<file path="config.mk">
export PLATFORM = sky130hd
export DESIGN_NAME = amc_ctrl
export DESIGN_NICKNAME = d
export VERILOG_FILES = /design/src/amc_pkg.sv /design/src/amc_ctrl.sv /design/src/amc_wait_timer.sv
export SDC_FILE = /design/constraint.sdc
export NUM_CORES = 1
export LEC_CHECK = 0
export BUFFER_PORTS_ARGS = -buffer_cell sky130_fd_sc_hd__clkbuf_2
export CORE_MARGIN = 3
export CORE_UTILIZATION = 52
export CTS_CLUSTER_SIZE = 16
export DETAILED_ROUTE_END_ITERATION = 7
export MAX_ROUTING_LAYER = met4
export PLACE_DENSITY = 0.85
export SYNTH_ARGS = -nofsm -noshare
export SYNTH_HDL_FRONTEND = slang
export SYNTH_HIERARCHICAL = 1
export SYNTH_SLANG_ARGS = --single-unit
</file>
<file path="constraint.sdc">
create_clock -name pclk -period 3.3 [get_ports pclk]
set_input_delay 0.165 -clock pclk [delete_from_list [all_inputs] [get_ports pclk]]
set_output_delay 0.165 -clock pclk [all_outputs]
set_load 0.03 [all_outputs]
</file>
<file path="src/amc_pkg.sv">
// package: register map, field layout, reset values and types of the controller
package amc_pkg;
  // register byte addresses
  localparam logic [31:0] CFG1_ADDR   = 32'h0800_0000;
  localparam logic [31:0] CFG2_ADDR   = 32'h8000_0004;
  localparam logic [31:0] BEMODE_ADDR = 32'h8000_0010;
  localparam logic [31:0] STATUS_ADDR = 32'h8000_0014;
  // io_and_bank4_config fields
  localparam int IO_WIDTH_LSB = 27;
  localparam int IO_RDY_BIT   = 26;
  localparam int IO_ERR_BIT   = 25;
  localparam int IO_WS_LSB    = 20;
  localparam int IO_EN_BIT    = 19;
  localparam int B4_WP_BIT    = 11;
  localparam int B4_WIDTH_LSB = 8;
  localparam int B4_WWS_LSB   = 4;
  localparam int B4_RWS_LSB   = 0;
  // bank_wait_and_ready_config fields
  localparam int B_WWS_LSB0   = 11;
  localparam int B_RWS_LSB0   = 8;
  localparam int B_FIELD_STEP = 6;
  localparam int MEM_RDY_BIT  = 3;
  localparam int RMW_BIT      = 2;
  // byte_enable_mode_register field
  localparam int BEMODE_BIT   = 7;
  // reset values
  localparam logic [1:0] IO_WIDTH_RST = 2'h2;
  localparam logic [1:0] B4_WIDTH_RST = 2'h0;
  localparam logic [3:0] WS4_RST      = 4'hF;
  localparam logic [2:0] WS3_RST      = 3'h7;
  // width codes and transfer sizes
  localparam logic [1:0] W8  = 2'h0;
  localparam logic [1:0] W16 = 2'h1;
  localparam logic [1:0] W32 = 2'h2;
  localparam logic [1:0] SZ_BYTE = 2'h0;
  localparam logic [1:0] SZ_HALF = 2'h1;
  localparam logic [1:0] SZ_WORD = 2'h2;
  // region top bytes
  localparam logic [7:0] TOP_BANK4  = 8'h10;
  localparam logic [7:0] TOP_IO_LO  = 8'h20;
  localparam logic [7:0] TOP_IO_HI  = 8'h6F;
  localparam logic [7:0] TOP_BANK3  = 8'h03;
  localparam int REG_WS_W = 4;
  localparam int NBANK    = 4;

  typedef struct packed {
    logic [31:0] addr;
    logic [31:0] wdata;
    logic        write;
    logic [1:0]  size;
    logic        burst;
  } amc_req_t;

  typedef struct packed {
    logic [31:0] rdata;
    logic        err;
  } amc_rsp_t;
endpackage

</file>
<file path="src/amc_ctrl.sv">
// external asynchronous memory bus controller with apb configuration port
//
// Implementation choice: the APB interface to the registers.
`timescale 1ns/1ps
`default_nettype none
// Overview of operation
// - consecutive-address bus requests run as bursts on the memory bus
// - burst beats use single-access timing; read turnaround only after last
// - one idle turnaround cycle after a read not followed by consecutive
// - bit 7 of byte-enable mode register selects byte-enable mode
// - byte-enable mode: lane strobes become byte enables, common write enable
// - chip selects and output enable same in both modes
// - byte-enable reads drive all enables low; writes 1, 2 or 4 lanes
// - enable 0 covers data 31:24 down to enable 3 covering 7:0
// - io width field codes 8/16/32 bits, resets to 32 bits
// - io ready-enable bit makes io accesses wait for external ready
// - io error-enable bit honours external bus error; resets cleared
// - four-bit io wait-state field 0 to 15, resets to 15
// - io space reachable only while io enable bit set; resets clear
// - bank 4 writes only while its write-permit bit is set
// - bank 4 width field codes 8/16/32, resets to 8 bits
// - bank 4 separate four-bit write and read waits, reset 15
// - banks 0-3 three-bit write and read waits in second register, reset 7
// - memory ready-enable bit makes bank accesses wait for external ready
// - merge bit makes sub-word writes to wide banks read then write word
module amc_ctrl #(
  parameter logic [1:0] BANK_WIDTH = amc_pkg::W32
) (
  // clock and reset
  input  wire logic              pclk,
  input  wire logic              presetn,
  // apb register port
  input  wire logic [31:0]       paddr,
  input  wire logic              psel,
  input  wire logic              penable,
  input  wire logic              pwrite,
  input  wire logic [31:0]       pwdata,
  output logic                   pready,
  output logic [31:0]            prdata,
  output logic                   pslverr,
  // on-chip bus request and answer
  input  wire logic              req_valid,
  input  wire amc_pkg::amc_req_t req,
  output logic                   req_ready,
  output logic                   rsp_valid,
  output amc_pkg::amc_rsp_t      rsp,
  // external memory pins
  output logic [23:0]            mem_addr,
  output logic [31:0]            mem_data_out,
  input  wire logic [31:0]       mem_data_in,
  output logic                   mem_data_oe_n,
  output logic [4:0]             mem_cs_n,
  output logic                   mem_io_sel_n,
  output logic                   mem_oe_n,
  output logic [3:0]             lane_write_strobe_n,
  output logic                   common_write_enable_n,
  input  wire logic              external_ready_n,
  input  wire logic              external_bus_error_n
);
  typedef enum logic [1:0] {ST_IDLE, ST_DATA, ST_HOLD, ST_TURN} amc_st_t;
  localparam logic [2:0] SEL_IO   = 3'h5;
  localparam logic [2:0] SEL_NONE = 3'h7;

  // configuration registers
  logic [1:0] io_width_r;
  logic       io_rdy_en_r;
  logic       io_err_en_r;
  logic [3:0] io_wait_states_r;
  logic       io_en_r;
  logic       bank4_write_permit_r;
  logic [1:0] bank4_width_r;
  logic [3:0] bank4_write_waits_r;
  logic [3:0] bank4_read_waits_r;
  logic [2:0] bank_wws_r [amc_pkg::NBANK];
  logic [2:0] bank_rws_r [amc_pkg::NBANK];
  logic       mem_rdy_en_r;
  logic       subword_merge_write_enable_r;
  logic       byte_mode_r;
  logic [31:0] cfg1_r;
  logic [31:0] cfg2_r;

  // access state
  amc_st_t     st_r;
  logic [31:0] addr_r;
  logic [31:0] wdata_r;
  logic [31:0] data_r;
  logic        cur_write_r;
  logic        merge_pend_r;
  logic        burst_r;
  logic [2:0]  sel_r;
  logic [3:0]  en_r;
  logic        rsp_valid_r;
  logic        rsp_err_r;
  logic [3:0]  merge_en_r;
  logic [31:0] prdata_r;

  // decode of the incoming request
  logic [2:0]  req_sel;
  logic [1:0]  req_width;
  logic [3:0]  req_en;
  logic [3:0]  full_en;
  logic        req_merge;
  logic        req_refuse;
  logic [3:0]  req_waits;
  logic        accept;
  logic        cnt_load;
  logic [3:0]  cnt_val;
  logic        cnt_done;
  logic        rdy_en;
  logic        access_ok;
  logic        bus_err;
  logic        apb_wr;
  logic        apb_hit;

  function automatic logic [3:0] lane_mask(input logic [1:0] sz,
                                           input logic [1:0] a,
                                           input logic [1:0] w);
    logic [3:0] m;
    m = 4'h1;
    if (w == amc_pkg::W16) begin
      if (sz == amc_pkg::SZ_BYTE) begin
        m = a[0] ? 4'h2 : 4'h1;
      end else begin
        m = 4'h3;
      end
    end else if (w == amc_pkg::W32) begin
      if (sz == amc_pkg::SZ_BYTE) begin
        m = 4'h1 << a;
      end else if (sz == amc_pkg::SZ_HALF) begin
        m = a[1] ? 4'hC : 4'h3;
      end else begin
        m = 4'hF;
      end
    end
    return m;
  endfunction

  function automatic logic [3:0] wait_sel(input logic [2:0] s,
                                          input logic       wr,
                                          input logic [3:0] io_ws,
                                          input logic [3:0] b4w,
                                          input logic [3:0] b4r,
                                          input logic [2:0] ww,
                                          input logic [2:0] rw);
    logic [3:0] v;
    v = wr ? {1'b0, ww} : {1'b0, rw};
    if (s == SEL_IO) begin
      v = io_ws;
    end else if (s == 3'h4) begin
      v = wr ? b4w : b4r;
    end
    return v;
  endfunction

  always_comb begin
    req_sel = SEL_NONE;
    if (req.addr[31:24] <= amc_pkg::TOP_BANK3) begin
      req_sel = {1'b0, req.addr[25:24]};
    end else if (req.addr[31:24] == amc_pkg::TOP_BANK4) begin
      req_sel = 3'h4;
    end else if (req.addr[31:24] >= amc_pkg::TOP_IO_LO &&
                 req.addr[31:24] <= amc_pkg::TOP_IO_HI) begin
      req_sel = SEL_IO;
    end
  end

  always_comb begin
    req_width = BANK_WIDTH;
    if (req_sel == SEL_IO) begin
      req_width = io_width_r;
    end else if (req_sel == 3'h4) begin
      req_width = bank4_width_r;
    end
  end

  assign req_en  = lane_mask(req.size, req.addr[1:0], req_width);
  assign full_en = lane_mask(amc_pkg::SZ_WORD, 2'h0, req_width);
  // sub-word write to a wide bank becomes read of the word, then full write
  assign req_merge = req.write && subword_merge_write_enable_r &&
                     req_width != amc_pkg::W8 && req_en != full_en;
  assign req_refuse = (req_sel == SEL_NONE) ||
                      (req_sel == SEL_IO && !io_en_r) ||
                      (req_sel == 3'h4 && req.write &&
                       !bank4_write_permit_r);
  assign req_waits = wait_sel(req_sel, req.write && !req_merge,
                              io_wait_states_r, bank4_write_waits_r,
                              bank4_read_waits_r,
                              bank_wws_r[req_sel[1:0]],
                              bank_rws_r[req_sel[1:0]]);

  assign req_ready = (st_r == ST_IDLE);
  assign accept    = req_valid && req_ready && !req_refuse;

  // merge write reloads the write count after the read half
  assign cnt_load = accept || (st_r == ST_TURN && merge_pend_r);
  assign cnt_val  = accept ? req_waits :
                    wait_sel(sel_r, 1'b1, io_wait_states_r,
                             bank4_write_waits_r, bank4_read_waits_r,
                             bank_wws_r[sel_r[1:0]],
                             bank_rws_r[sel_r[1:0]]);

  amc_wait_timer #(
    .W(amc_pkg::REG_WS_W)
  ) u_wait (
    .pclk     (pclk),
    .presetn  (presetn),
    .load     (cnt_load),
    .load_val (cnt_val),
    .done     (cnt_done)
  );

  // ready input only stretches past the programmed waits
  assign rdy_en = (sel_r == SEL_IO) ? io_rdy_en_r
                                    : mem_rdy_en_r;
  assign access_ok = cnt_done &&
                     (!rdy_en || !external_ready_n);
  assign bus_err = (sel_r == SEL_IO) && io_err_en_r &&
                   !external_bus_error_n;

  // sequencer
  always_ff @(posedge pclk or negedge presetn) begin
    if (!presetn) begin
      st_r <= ST_IDLE;
    end else begin
      unique case (st_r)
        ST_IDLE: begin
          if (accept) begin
            st_r <= ST_DATA;
          end
        end
        ST_DATA: begin
          if (bus_err) begin
            st_r <= ST_TURN;
          end else if (access_ok) begin
            if (cur_write_r) begin
              st_r <= ST_HOLD;
            end else if (burst_r && !merge_pend_r) begin
              st_r <= ST_IDLE;
            end else begin
              st_r <= ST_TURN;
            end
          end
        end
        ST_HOLD: begin
          st_r <= ST_IDLE;
        end
        ST_TURN: begin
          st_r <= merge_pend_r ? ST_DATA : ST_IDLE;
        end
      endcase
    end
  end

  // access context and data capture
  always_ff @(posedge pclk or negedge presetn) begin
    if (!presetn) begin
      addr_r       <= '0;
      wdata_r      <= '0;
      data_r       <= '0;
      cur_write_r  <= 1'b0;
      merge_pend_r <= 1'b0;
      burst_r      <= 1'b0;
      sel_r        <= SEL_NONE;
      en_r         <= '0;
      merge_en_r   <= '0;
    end else if (accept) begin
      addr_r       <= req.addr;
      wdata_r      <= req.wdata;
      cur_write_r  <= req.write && !req_merge;
      merge_pend_r <= req_merge;
      burst_r      <= req.burst;
      sel_r        <= req_sel;
      en_r         <= req_merge ? full_en : req_en;
      merge_en_r   <= req_en;
    end else if (st_r == ST_DATA && bus_err) begin
      merge_pend_r <= 1'b0;
    end else if (st_r == ST_DATA && !cur_write_r && access_ok) begin
      data_r <= mem_data_in;
      if (merge_pend_r) begin
        for (int i = 0; i < 4; i++) begin
          // lane i carries bits 31-8i down to 24-8i; keep the new bytes
          if (!merge_en_r[i]) begin
            wdata_r[31-8*i -: 8] <= mem_data_in[31-8*i -: 8];
          end
        end
      end
    end else if (st_r == ST_TURN && merge_pend_r) begin
      cur_write_r  <= 1'b1;
      merge_pend_r <= 1'b0;
    end
  end

  // one-cycle answer; a refused request still answers, with error
  always_ff @(posedge pclk or negedge presetn) begin
    if (!presetn) begin
      rsp_valid_r <= 1'b0;
      rsp_err_r   <= 1'b0;
    end else begin
      rsp_valid_r <= (req_valid && req_ready && req_refuse) ||
                     (st_r == ST_DATA && (bus_err || (access_ok &&
                      !cur_write_r && !merge_pend_r))) ||
                     (st_r == ST_HOLD);
      rsp_err_r   <= (req_valid && req_ready && req_refuse) ||
                     (st_r == ST_DATA && bus_err);
    end
  end
  assign rsp_valid = rsp_valid_r;
  assign rsp       = {data_r, rsp_err_r};

  // pins decode registered state only; the idle turn cycle selects nothing
  wire logic bus_on = (st_r == ST_DATA) || (st_r == ST_HOLD);
  assign mem_cs_n      = (bus_on && sel_r <= 3'h4) ? ~(5'h01 << sel_r)
                                                   : 5'h1F;
  assign mem_io_sel_n  = !(bus_on && sel_r == SEL_IO);
  assign mem_oe_n      = !(st_r == ST_DATA && !cur_write_r);
  assign mem_data_oe_n = !(bus_on && cur_write_r);
  assign mem_addr      = addr_r[23:0];
  assign mem_data_out  = wdata_r;
  assign lane_write_strobe_n = (st_r != ST_DATA) ? 4'hF :
                               cur_write_r ? ~en_r :
                               byte_mode_r ? 4'h0 : 4'hF;
  assign common_write_enable_n = !(st_r == ST_DATA && cur_write_r &&
                                   byte_mode_r);

  // apb port: no wait states
  assign apb_hit = paddr == amc_pkg::CFG1_ADDR ||
                   paddr == amc_pkg::CFG2_ADDR ||
                   paddr == amc_pkg::BEMODE_ADDR;
  assign apb_wr  = psel && penable && pwrite;
  assign pready  = psel && penable;
  assign pslverr = psel && penable && !apb_hit;

  // configuration words; reserved bits read back as written
  always_ff @(posedge pclk or negedge presetn) begin
    if (!presetn) begin
      cfg1_r <= {3'h0, amc_pkg::IO_WIDTH_RST, 3'h0, amc_pkg::WS4_RST, 1'b0,
                 7'h00, 1'b0, 1'b0, amc_pkg::B4_WIDTH_RST,
                 amc_pkg::WS4_RST, amc_pkg::WS4_RST};
      cfg2_r <= {{8{amc_pkg::WS3_RST}}, 8'h00};
    end else if (apb_wr && paddr == amc_pkg::CFG1_ADDR) begin
      cfg1_r <= pwdata;
    end else if (apb_wr && paddr == amc_pkg::CFG2_ADDR) begin
      cfg2_r <= pwdata;
    end
  end

  always_ff @(posedge pclk or negedge presetn) begin
    if (!presetn) begin
      byte_mode_r <= 1'b0;
    end else if (apb_wr && paddr == amc_pkg::BEMODE_ADDR) begin
      byte_mode_r <= pwdata[amc_pkg::BEMODE_BIT];
    end
  end

  assign io_width_r           = cfg1_r[amc_pkg::IO_WIDTH_LSB +: 2];
  assign io_rdy_en_r          = cfg1_r[amc_pkg::IO_RDY_BIT];
  assign io_err_en_r          = cfg1_r[amc_pkg::IO_ERR_BIT];
  assign io_wait_states_r     = cfg1_r[amc_pkg::IO_WS_LSB +: 4];
  assign io_en_r              = cfg1_r[amc_pkg::IO_EN_BIT];
  assign bank4_write_permit_r = cfg1_r[amc_pkg::B4_WP_BIT];
  assign bank4_width_r        = cfg1_r[amc_pkg::B4_WIDTH_LSB +: 2];
  assign bank4_write_waits_r  = cfg1_r[amc_pkg::B4_WWS_LSB +: 4];
  assign bank4_read_waits_r   = cfg1_r[amc_pkg::B4_RWS_LSB +: 4];
  assign mem_rdy_en_r         = cfg2_r[amc_pkg::MEM_RDY_BIT];
  assign subword_merge_write_enable_r = cfg2_r[amc_pkg::RMW_BIT];
  always_comb begin
    for (int i = 0; i < amc_pkg::NBANK; i++) begin
      bank_wws_r[i] = cfg2_r[amc_pkg::B_WWS_LSB0 +
                             amc_pkg::B_FIELD_STEP * i +: 3];
      bank_rws_r[i] = cfg2_r[amc_pkg::B_RWS_LSB0 +
                             amc_pkg::B_FIELD_STEP * i +: 3];
    end
  end

  // read data is taken in the setup cycle so it stands through the access
  always_ff @(posedge pclk or negedge presetn) begin
    if (!presetn) begin
      prdata_r <= '0;
    end else if (psel && !penable) begin
      prdata_r <= (paddr == amc_pkg::CFG1_ADDR) ? cfg1_r :
                  (paddr == amc_pkg::CFG2_ADDR) ? cfg2_r :
                  (paddr == amc_pkg::BEMODE_ADDR) ?
                  (32'(byte_mode_r) << amc_pkg::BEMODE_BIT) : '0;
    end
  end
  assign prdata = prdata_r;
endmodule
`default_nettype wire

</file>
<file path="src/amc_wait_timer.sv">
// wait-state down counter: loads a count and flags when it has run out
`timescale 1ns/1ps
`default_nettype none
module amc_wait_timer #(
  parameter int W = 4
) (
  // clock and reset
  input  wire logic         pclk,
  input  wire logic         presetn,
  // control
  input  wire logic         load,
  input  wire logic [W-1:0] load_val,
  // status
  output logic              done
);
  logic [W-1:0] cnt_r;

  always_ff @(posedge pclk or negedge presetn) begin
    if (!presetn) begin
      cnt_r <= '0;
    end else if (load) begin
      cnt_r <= load_val;
    end else if (cnt_r != '0) begin
      cnt_r <= cnt_r - W'(1);
    end
  end

  assign done = (cnt_r == '0);
endmodule
`default_nettype wire

</file>
# Word-level counts from Yosys, hierarchy flattened
# Index checks and enable logic that the tools add are counted.
[word_totals]
register_bits = 207
in_bits = 172
[classes]
add_sub_neg = 1
order_cmp = 6
eq_ne = 26
n_shift = 2
n_mux = 64
bitwise = 7
n_reduce_logical = 79
[ops]
columns = ["cell", "n"]
rows = [
  ["two-way mux 32 bit", 6],
  ["two-way mux 4 bit", 19],
  ["equality test 32 bit (second input constant)", 2],
  ["two-way mux 8 bit", 5],
  ["logical AND 1 bit", 34],
  ["equality test 32 x 28 -> 1 bit (second input constant)", 1],
  ["two-way mux 3 bit", 9],
  ["two-way mux 2 bit", 10],
  ["binary-select mux 3 bit (select 2 bit)", 3],
  ["AND reduction 4 bit", 4],
  ["equality test 3 bit (second input constant)", 5],
  ["logical NOT 1 bit", 15],
  ["inequality test 2 x 1 -> 1 bit (second input constant)", 6],
  ["logical OR 1 bit", 11],
  ["two-way mux 1 bit", 10],
  ["nonzero test 2 bit", 5],
  ["equality test 8 x 5 -> 1 bit (second input constant)", 1],
  ["greater-or-equal comparator 8 x 6 -> 1 bit (second input constant)", 1],
  ["less-or-equal comparator 8 x 2 -> 1 bit (second input constant)", 1],
  ["less-or-equal comparator 8 x 7 -> 1 bit (second input constant)", 1],
  ["case mux 2 bit (4 select lines)", 1],
  ["equality test 2 x 1 -> 1 bit (second input constant)", 3],
  ["equality test 2 bit (second input constant)", 3],
  ["greater-or-equal comparator 3 bit (second input constant)", 2],
  ["18 further kinds", 27],
]

# Logic depth before layout (Yosys ltp)
# Gate-level depths: netlist of the first run.
[logic_depth]
ltp_word = 20
depth_mapped = 16

# Modules after synthesis
# The synthesis of the first run kept the hierarchy.
[modules_own_cells]
columns = ["mod", "n_inst", "cells_each", "area_per_inst_um2"]
rows = [
  ["amc_ctrl", 1, 854, 9654.3],
  ["amc_wait_timer", 1, 23, 232.7],
]

# Least setup slack after synthesis of the first run
# OpenSTA, ideal clock, no wires.
[synth_path]
path_type = "input port to flip-flop"
startpoint = "in req[60] (netlist bit)"
endpoint = "reg u_wait.cnt_r[3]"
arrival_time_ns = 2.813
required_time_ns = 3.174
setup_slack_ns = 0.361
path_stages = 15
n_path_buf = 2
cell_sequence = "buf_2 nor4b_1 and2_1 buf_2 inv_1 o22a_1 inv_1 ha_1 nand2b_1 o31a_1 nor3_1 o21a_1 o21ai_0 a211o_1 a221o_1"
[synth_between]
elab_chain_len = 20
word_cells_on_any_way = 39
[synth_rtl]
columns = ["item", "line_no", "source"]
rows = [
  ["start: declaration", "amc_ctrl.sv:43", "input wire amc_pkg::amc_req_t req,"],
  ["greater-or-equal comparator 8 x 6 -> 1 bit / less-or-equal comparator 8 x 7 -> 1 bit (equally long branches)", "amc_ctrl.sv:161, amc_ctrl.sv:162", ""],
  ["logical AND 1 bit", "amc_ctrl.sv:161", "end else if (req.addr[31:24] >= amc_pkg::TOP_IO_LO &&"],
  ["two-way mux 2 bit", "amc_ctrl.sv:161", ""],
  ["two-way mux 3 bit", "amc_ctrl.sv:159", "end else if (req.addr[31:24] == amc_pkg::TOP_BANK4) begin"],
  ["two-way mux 3 bit *", "amc_ctrl.sv:157", "if (req.addr[31:24] <= amc_pkg::TOP_BANK3) begin"],
  ["equality test 3 bit", "amc_ctrl.sv:149, amc_ctrl.sv:171, amc_ctrl.sv:183", ""],
  ["two-way mux 2 bit", "amc_ctrl.sv:171", "end else if (req_sel == 3'h4) begin"],
  ["two-way mux 2 bit", "amc_ctrl.sv:169", "if (req_sel == SEL_IO) begin"],
  ["[... 5 more ...]", "n/a", ""],
  ["logical NOT 1 bit", "amc_ctrl.sv:185", "assign req_waits = wait_sel(req_sel, req.write && !req_merge,"],
  ["logical AND 1 bit", "amc_ctrl.sv:185", ""],
  ["two-way mux 4 bit", "amc_ctrl.sv:150", "v = wr ? b4w : b4r;"],
  ["two-way mux 4 bit", "amc_ctrl.sv:149", "end else if (s == 3'h4) begin"],
  ["two-way mux 4 bit", "amc_ctrl.sv:147", "if (s == SEL_IO) begin"],
  ["two-way mux 4 bit *", "amc_ctrl.sv:196", "assign cnt_val = accept ? req_waits :"],
  ["via cnt_val[3]", "amc_ctrl.sv:107", "logic [3:0] cnt_val;"],
  ["two-way mux 4 bit *", "amc_wait_timer.sv:21", "end else if (load) begin"],
  ["end signal: assignment", "amc_wait_timer.sv:22", "cnt_r <= load_val;"],
  ["end signal: assignment", "amc_wait_timer.sv:24", "cnt_r <= cnt_r - W'(1);"],
  ["end: declaration", "amc_wait_timer.sv:16", "logic [W-1:0] cnt_r;"],
]
# The timed path passes the listed nets; every way through them passes the cells marked *.
# A chain may end at the register's enable or synchronous reset.

# Final worst setup path of the first run
[layout_path]
startpoint = "reg sel_r[1]"
endpoint = "reg wdata_r[8], in the netlist mem_data_out[8]"
[layout_between]
elab_chain_len = 8
word_cells_on_any_way = 12
[layout_rtl]
columns = ["item", "line_no", "source"]
rows = [
  ["start: declaration", "amc_ctrl.sv:90", "logic [2:0] sel_r;"],
  ["start signal: assignment", "amc_ctrl.sv:272", "sel_r <= req_sel;"],
  ["equality test 3 bit *", "amc_ctrl.sv:213, amc_ctrl.sv:217", ""],
  ["two-way mux 1 bit", "amc_ctrl.sv:213", "assign rdy_en = (sel_r == SEL_IO) ? io_rdy_en_r"],
  ["logical NOT 1 bit", "amc_ctrl.sv:216", "(!rdy_en || !external_ready_n);"],
  ["logical OR 1 bit", "amc_ctrl.sv:216", ""],
  ["logical AND 1 bit", "amc_ctrl.sv:215", "assign access_ok = cnt_done &&"],
  ["logical AND 1 bit", "amc_ctrl.sv:277", "end else if (st_r == ST_DATA && !cur_write_r && access_ok) begin"],
  ["nonzero test 2 bit (no line)", "n/a", ""],
  ["AND reduction 4 bit (no line) *", "n/a", ""],
  ["end signal: assignment", "amc_ctrl.sv:268", "wdata_r <= req.wdata;"],
  ["end signal: indexed assignment", "amc_ctrl.sv:283", "wdata_r[31-8*i -: 8] <= mem_data_in[31-8*i -: 8];"],
  ["end: declaration", "amc_ctrl.sv:85", "logic [31:0] wdata_r;"],
]
# Mark *: on every way between the ends. The rest lies on a longest branch, timed or not.

==> results of run 1 <==
[flip-flops by register name, indices dropped and copies added, names as in the netlist]
signal	count
cfg1_r	32
cfg2_r	32
data_r	32
mem_data_out	32
prdata	32
addr_r	24
en_r	4
merge_en_r	4
u_wait/cnt_r	4
sel_r	3
st_r	2
burst_r	1
byte_mode_r	1
cur_write_r	1
merge_pend_r	1
rsp_err_r	1
rsp_valid	1
[cells by family (layout without fill, tap and decap cells)]
logic type / after synthesis / count (layout) / share of synthesized area, %
muxes: 157 / 157 / 18.7
and+or+nand+nor: 274 / 274 / 13.3
adders and majority gates: 9 / 9 / 1.14
AOI/OAI and AO/OA: 161 / 161 / 10.3
DFF: 207 / 207 / 52.9
buffers and inverters: 68 / 516 / 3.62
other: 0 / 2 / 0
xor gates and xnor gates: 1 / 1 / 0.0886
[where the power goes]
part | total, mW | switching (mW) | leakage [nW] | internal, mW
Sequential | 3.09 | 0.238 | 2.70 | 2.85
Combinational | 2.00 | 1.28 | 4.13 | 0.725
Clock | 2.55 | 1.02 | 0.372 | 1.53
[worst max-delay path: cells and delay by family (launching register included)]
| kind | cells | cell delay (ps) |
|---|---|---|
| AOI/OAI and AO/OA | 2 | 360 |
| buffers and inverters | 1 | 600 |
| DFF | 1 | 660 |
| muxes | 2 | 560 |
| and+or+nand+nor | 2 | 770 |
[worst paths after layout]
| kind | to | start | depth (start not counted) | slack, ps |
|---|---|---|---|---|
| min reg2reg | addr_r[17]$_DFFE_PN0P_ | addr_r[17]$_DFFE_PN0P_ | 2 | 480 |
| min | prdata[7]$_DFFE_PN0P_ | paddr[16] | 4 | 30 |
| max reg2reg | mem_data_out[8]$_DFFE_PN0P_ | sel_r[1]$_DFFE_PN1P_ | 7 | 250 |
| min in group asynchronous | addr_r[15]$_DFFE_PN0P_ | presetn | 2 | 220 |
| max | mem_data_out[8]$_DFFE_PN0P_ | sel_r[1]$_DFFE_PN1P_ | 7 | 250 |
| max in group asynchronous | cfg1_r[22]$_DFFE_PN1P_ | presetn | 3 | 2130 |
[what timing repair did]
| item | CTS | global route |
|---|---|---|
| endpoints found under the setup margin | 0 | 5 |
| hold buffers | 139 | 0 |
| gates resized for setup | 0 | 5 |
| setup buffers | 0 | 0 |
| hold endpoints to repair | 200 | 0 |
[per-stage QoR]
stage | cells | instance area, sq um | total power, mW | hold WS [ps]
floorplan | 877 | 9890 | 4.18 | -131
global placement | 1376 | 11600 | 4.81 | 195
detailed placement | 1376 | 11600 | 4.87 | 199
CTS | 1554 | 13700 | 7.55 | 16.4
global route | 1556 | 13700 | 7.91 | 47.7
finish | 1556 | 13700 | 7.64 | 29.0
[layer usage]
layer / global-route usage (%) / wire length, um / part of all wire (%)
met1: 38.4 / 12300 / 37
met2: 53.9 / 16400 / 49
met5: - / 0 / 0
met4: 17.5 / 1980 / 5.9
met3: 6.36 / 2770 / 8.3
[layout by cell type (no fill, tap or decap), drive strengths merged, types with 6 or more instances in the layout]
master,n
o21ai,85
nor4,10
a22oi,31
nand3,12
mux2,101
nand2,172
dfstp,40
nor3,12
nor2b,7
nand2b,6
mux2i,53
dfrtp,167
inv,13
nor2,18
a221o,7
o22ai,7
and2,9
clkbuf,344
ha,9
buf,16
dlygate4sd3,139
[layout make-up]
class	instances	area (sq um)	area share, %
diodes	2	5.00	0.0364
clock buffers	35	701	5.10
clock inverters	4	45.0	0.328
inverters	13	48.8	0.355
multi-input cells	602	4340	31.6
flip-flops and latches	207	5230	38.1
well taps	229	287	2.09
repair buffers	464	3080	22.4
==> flow_summary.toml, run 1 <==
[synthesis]
syn-num-nets = 1058
synth_common_cells = "nand2_1, dfrtp_1, mux2i_1"
yosysSeqAreaShare_pct = 52.9
postSynth.asyncResetShare_pct = 100
synthCells = 877
yosysTopAreaCell = "dfrtp_1"
ys.warnings.count = 6
ys_ff_latch = 207
syn-mean-instance-area_sq_um = 11.3
synth_most_common_cell = "nand2_1"
synth.distinct_cells = 68
synth_top_area_share_pct = 42.3
ys.flop_type = "dfrtp_1"
syn-cell-area_sq_um = 9890
synthTopCellsByArea = "dfrtp_1, dfstp_2, nand2_1"
synth-edff-count = 0

[final_layout]
utilization_pct = 74.9
fillers = 1125
layout-drive-gt1-share_pct = 36.6
synthToLayoutAreaGrowth_pct = 38.9
final_nets = 1492

[flow_run]
max-cap-violations = 0

[power_and_ir_drop]
p_leak_nw = 7.20
ir_drop_mv = 0.351
powerDensity_nw_per_um2 = 556

[timing]
setup_tns_ps = 0
rsz0062_at_grt = "no"
hold_viol_final = 0
max_freq_mhz = 328
maxSlewViolCount = 0
post-route-period-util_pct = 92.5
slew_headroom_pct = 49.2
clock-skew-final_ps = 12.3
setup_viol = 0
setup_ws_ps = 247
worst_pin_slew_ps = 759
period_needed_ps = 3050

[route]
routedWlPerCell_um = 21.5
vias = 9002
first_pass_iters = 6
via_per_inst = 5.79
drc = 0
drt-initial-drc-count = 673
drt-total-wl_um = 33500
postRouteAntennaNets = 0

[critical_path]
critical_path.max_stage_delay_ps = 660
arrival_ps = 3430
path_class = "reg2reg"
cp_cell_sequence = "nand3b_4 > mux2i_1 > o211ai_2 > or3_4 > mux2i_1 > o21ai_0 > dlygate4sd3_1"
path_common_cell = "mux2i_1"
end_kind = "flop"
required_ps = 3680
cpMaxStageDelayCell = "dfstp_2"
startpoint_type = "flop"
path_max_fanout = 10

[cts]
cts_buffers = 23
cts_num_sinks = 207
clkSlewWorstSetupHoldPaths_ps = 60
cts_root_buffer = "clkbuf_16"
insertion_delay_ps = 500
clockBufferDepth = 3
cts_tree = "done"
ctsHtreeMaxLevel = 1

[floorplan]
die_w_um = 144
start_util_pct = 53.9
core_sq_um = 18300
rows = 49
ios = 310
die_h_um = 144
dieArea_sq_um = 20700

[placed_design]
preCtsSetupSlack_ps = -52.2
hpwl_um = 21000
numPortBuffers = 309
gp_congestion = 1.00

[grt]
overflow = 0
antenna_found_initial = 2
first_global_vias = 9299
grt_pass1_wl_um = 51600
grt_max_degree = 72
grt_usage_pct = 32.9

[min_path]
hold_class = "in2reg"

[outcome]
status = "completed"
Note: power is estimated with default switching activity, not from simulation.
==> inputs of run 2 (changes only) <==
--- a/config.mk
+++ b/config.mk
@@ -7,11 +7,11 @@
 export LEC_CHECK = 0
 export BUFFER_PORTS_ARGS = -buffer_cell sky130_fd_sc_hd__clkbuf_2
 export CORE_MARGIN = 3
-export CORE_UTILIZATION = 52
+export CORE_UTILIZATION = 35
 export CTS_CLUSTER_SIZE = 16
 export DETAILED_ROUTE_END_ITERATION = 7
 export MAX_ROUTING_LAYER = met4
-export PLACE_DENSITY = 0.85
+export PLACE_DENSITY = 0.62
 export SYNTH_ARGS = -nofsm -noshare
 export SYNTH_HDL_FRONTEND = slang
 export SYNTH_HIERARCHICAL = 1
==> run 2 against run 1 <==
First-iteration DRC count down 25%. Die area up 46%. Cell count up 11%. Critical endpoint is now mem_data_out[18]$_DFFE_PN0P_. Largest power group unchanged.
==> flow_summary.toml, run 2 (synthesis results as in run 1) <==
[outcome]
status = "completed"

[route]
drc = 0
via_per_inst = 5.00
postRouteAntennaNets = 0
drt-total-wl_um = 32700
first_pass_iters = 5
vias = 8602
routedWlPerCell_um = 19.0
drt-initial-drc-count = 504

[timing]
maxSlewViolCount = 0
setup_viol = 0
hold_viol_final = 0
rsz0062_at_grt = "no"
post-route-period-util_pct = 93.1
worst_pin_slew_ps = 786
period_needed_ps = 3070
clock-skew-final_ps = 16.2
max_freq_mhz = 325
slew_headroom_pct = 47.6
setup_tns_ps = 0

[cts]
insertion_delay_ps = 520
cts_num_sinks = 207
clockBufferDepth = 3
clkSlewWorstSetupHoldPaths_ps = 60
post_cts_buffers = 0
cts_root_buffer = "clkbuf_16"
cts_buffers = 23
ctsHtreeMaxLevel = 1
cts_tree = "done"

[min_path]
hold-path-endpoint = "sel_r[2]$_DFFE_PN1P_"
hold_start = "req[64]"
min_path_cells = 3
hold_class = "in2reg"

[placed_design]
gp_congestion = 0.871
numPortBuffers = 309
place_area_sq_um = 11800
hpwl_um = 23000

[grt]
grt_usage_pct = 21.6
overflow = 0
grt_pass1_wl_um = 51200
first_global_vias = 8835
antenna_found_initial = 2
grt_max_degree = 80

[critical_path]
required_ps = 3700
r2r_cells = 8
startpoint_type = "flop"
crit_buf_inv = 2
cpMaxStageDelayCell = "or3_1"
r2r_slack_ps = 230
regToRegStartpoint = "st_r[1]$_DFFE_PN0P_"
path_delay_family = "simple AND/OR/NAND/NOR gates"
r2r_end = "mem_data_out[18]$_DFFE_PN0P_"
path_class = "reg2reg"
end_kind = "flop"
cp_cell_sequence = "inv_1 > ha_1 > nor2b_1 > o211ai_2 > or3_1 > mux2i_1 > o21ai_1 > dlygate4sd3_1"
arrival_ps = 3470
path_max_fanout = 9
critical_path.max_stage_delay_ps = 640

[final_layout]
final_nets = 1512
layout_common_cells = "clkbuf_2, nand2_1, dfrtp_1"
layout_commonest_cell = "clkbuf_2"
layout-drive-gt1-share_pct = 36.2
synthToLayoutAreaGrowth_pct = 42.1
post-route-cell-area_sq_um = 14000
fillers = 2419

[floorplan]
ios = 310
die_h_um = 174
die_w_um = 174
rows = 60
dieArea_sq_um = 30300
core_sq_um = 27300
start_util_pct = 36.2

[power_and_ir_drop]
ir_drop_mv = 0.297
p_leak_nw = 7.29
powerDensity_nw_per_um2 = 533

[flow_run]
max-cap-violations = 0
-- run 2: where the power goes --
group          internal, mW  switching (mW)  leakage [nW]
Clock                  1.36            1.05         0.342
Combinational         0.774            1.26          4.25
Sequential             2.85           0.191          2.70
Total                  4.98            2.50          7.29
-- run 2: final cells by class --
class | instances | area [sq um] | share of cell area, %
Timing Repair Buffer | 484 | 3280 | 23.3
Clock inverter | 9 | 57.6 | 0.410
Antenna cell | 2 | 5.00 | 0.0356
Multi-Input combinational cell | 602 | 4320 | 30.8
Sequential cell | 207 | 5230 | 37.2
Clock buffer | 33 | 643 | 4.58
Tap cell | 372 | 465 | 3.31
Inverter | 13 | 48.8 | 0.347
-- run 2: through the flow --
stage / setup slack (ps) / power (mW) / hold slack, ps / utilization (%) / cells
after floorplan: 361 / 4.18 / -131 / - / 877
after global routing: 49.9 / 7.85 / 52.4 / 51.4 / 1722
after detailed placement: 35.3 / 4.89 / 245 / 43.2 / 1525
after global placement: 182 / 4.86 / 242 / 43.2 / 1525
final: 226 / 7.49 / 29.8 / 51.4 / 1722
after CTS: 264 / 7.54 / 1.94 / 51.4 / 1720
-- run 2: per-layer routing --
metal | part of all wire [%] | routed length (um) | global-route usage, % | vias to the layer above
met5 | 0 | 0 | - | -
met4 | 3.9 | 1270 | 7.51 | 0
met3 | 6.0 | 1960 | 4.13 | 75
met2 | 47 | 15300 | 34.4 | 321
met1 | 44 | 14300 | 27.7 | 4193
li1 | - | - | - | 4013
-- run 2: what timing repair did --
item                                   CTS  global route
resized for setup                        0             1
setup endpoints to repair                0             1
hold buffers                           153             0
endpoints found under the hold margin  228             0
-- run 2: worst register-to-register path, cell delays in order (launching register included) --
cell and delay, ps:
dfrtp_1 390, inv_1 100, ha_1 320, nor2b_1 320, o211ai_2 230, or3_1 640, mux2i_1 270, o21ai_1 100
dlygate4sd3_1 580
-- run 2: how the worst max path moves through the flow --
| stage | startpoint | endpoint | slack, ps | cells after the start |
|---|---|---|---|---|
| detailed placement | req[65] | u_wait/cnt_r[3]$_DFFE_PN0P_ | 40 | 13 |
| floorplan | req[60] | u_wait/cnt_r[3]$_DFFE_PN0P_ | 360 | 15 |
| finish | st_r[1]$_DFFE_PN0P_ | mem_data_out[18]$_DFFE_PN0P_ | 230 | 8 |
| CTS | st_r[1]$_DFFE_PN0P_ | mem_data_out[12]$_DFFE_PN0P_ | 260 | 8 |
| global placement | req[65] | u_wait/cnt_r[3]$_DFFE_PN0P_ | 180 | 13 |
| global route | st_r[1]$_DFFE_PN0P_ | mem_data_out[4]$_DFFE_PN0P_ | 50 | 8 |
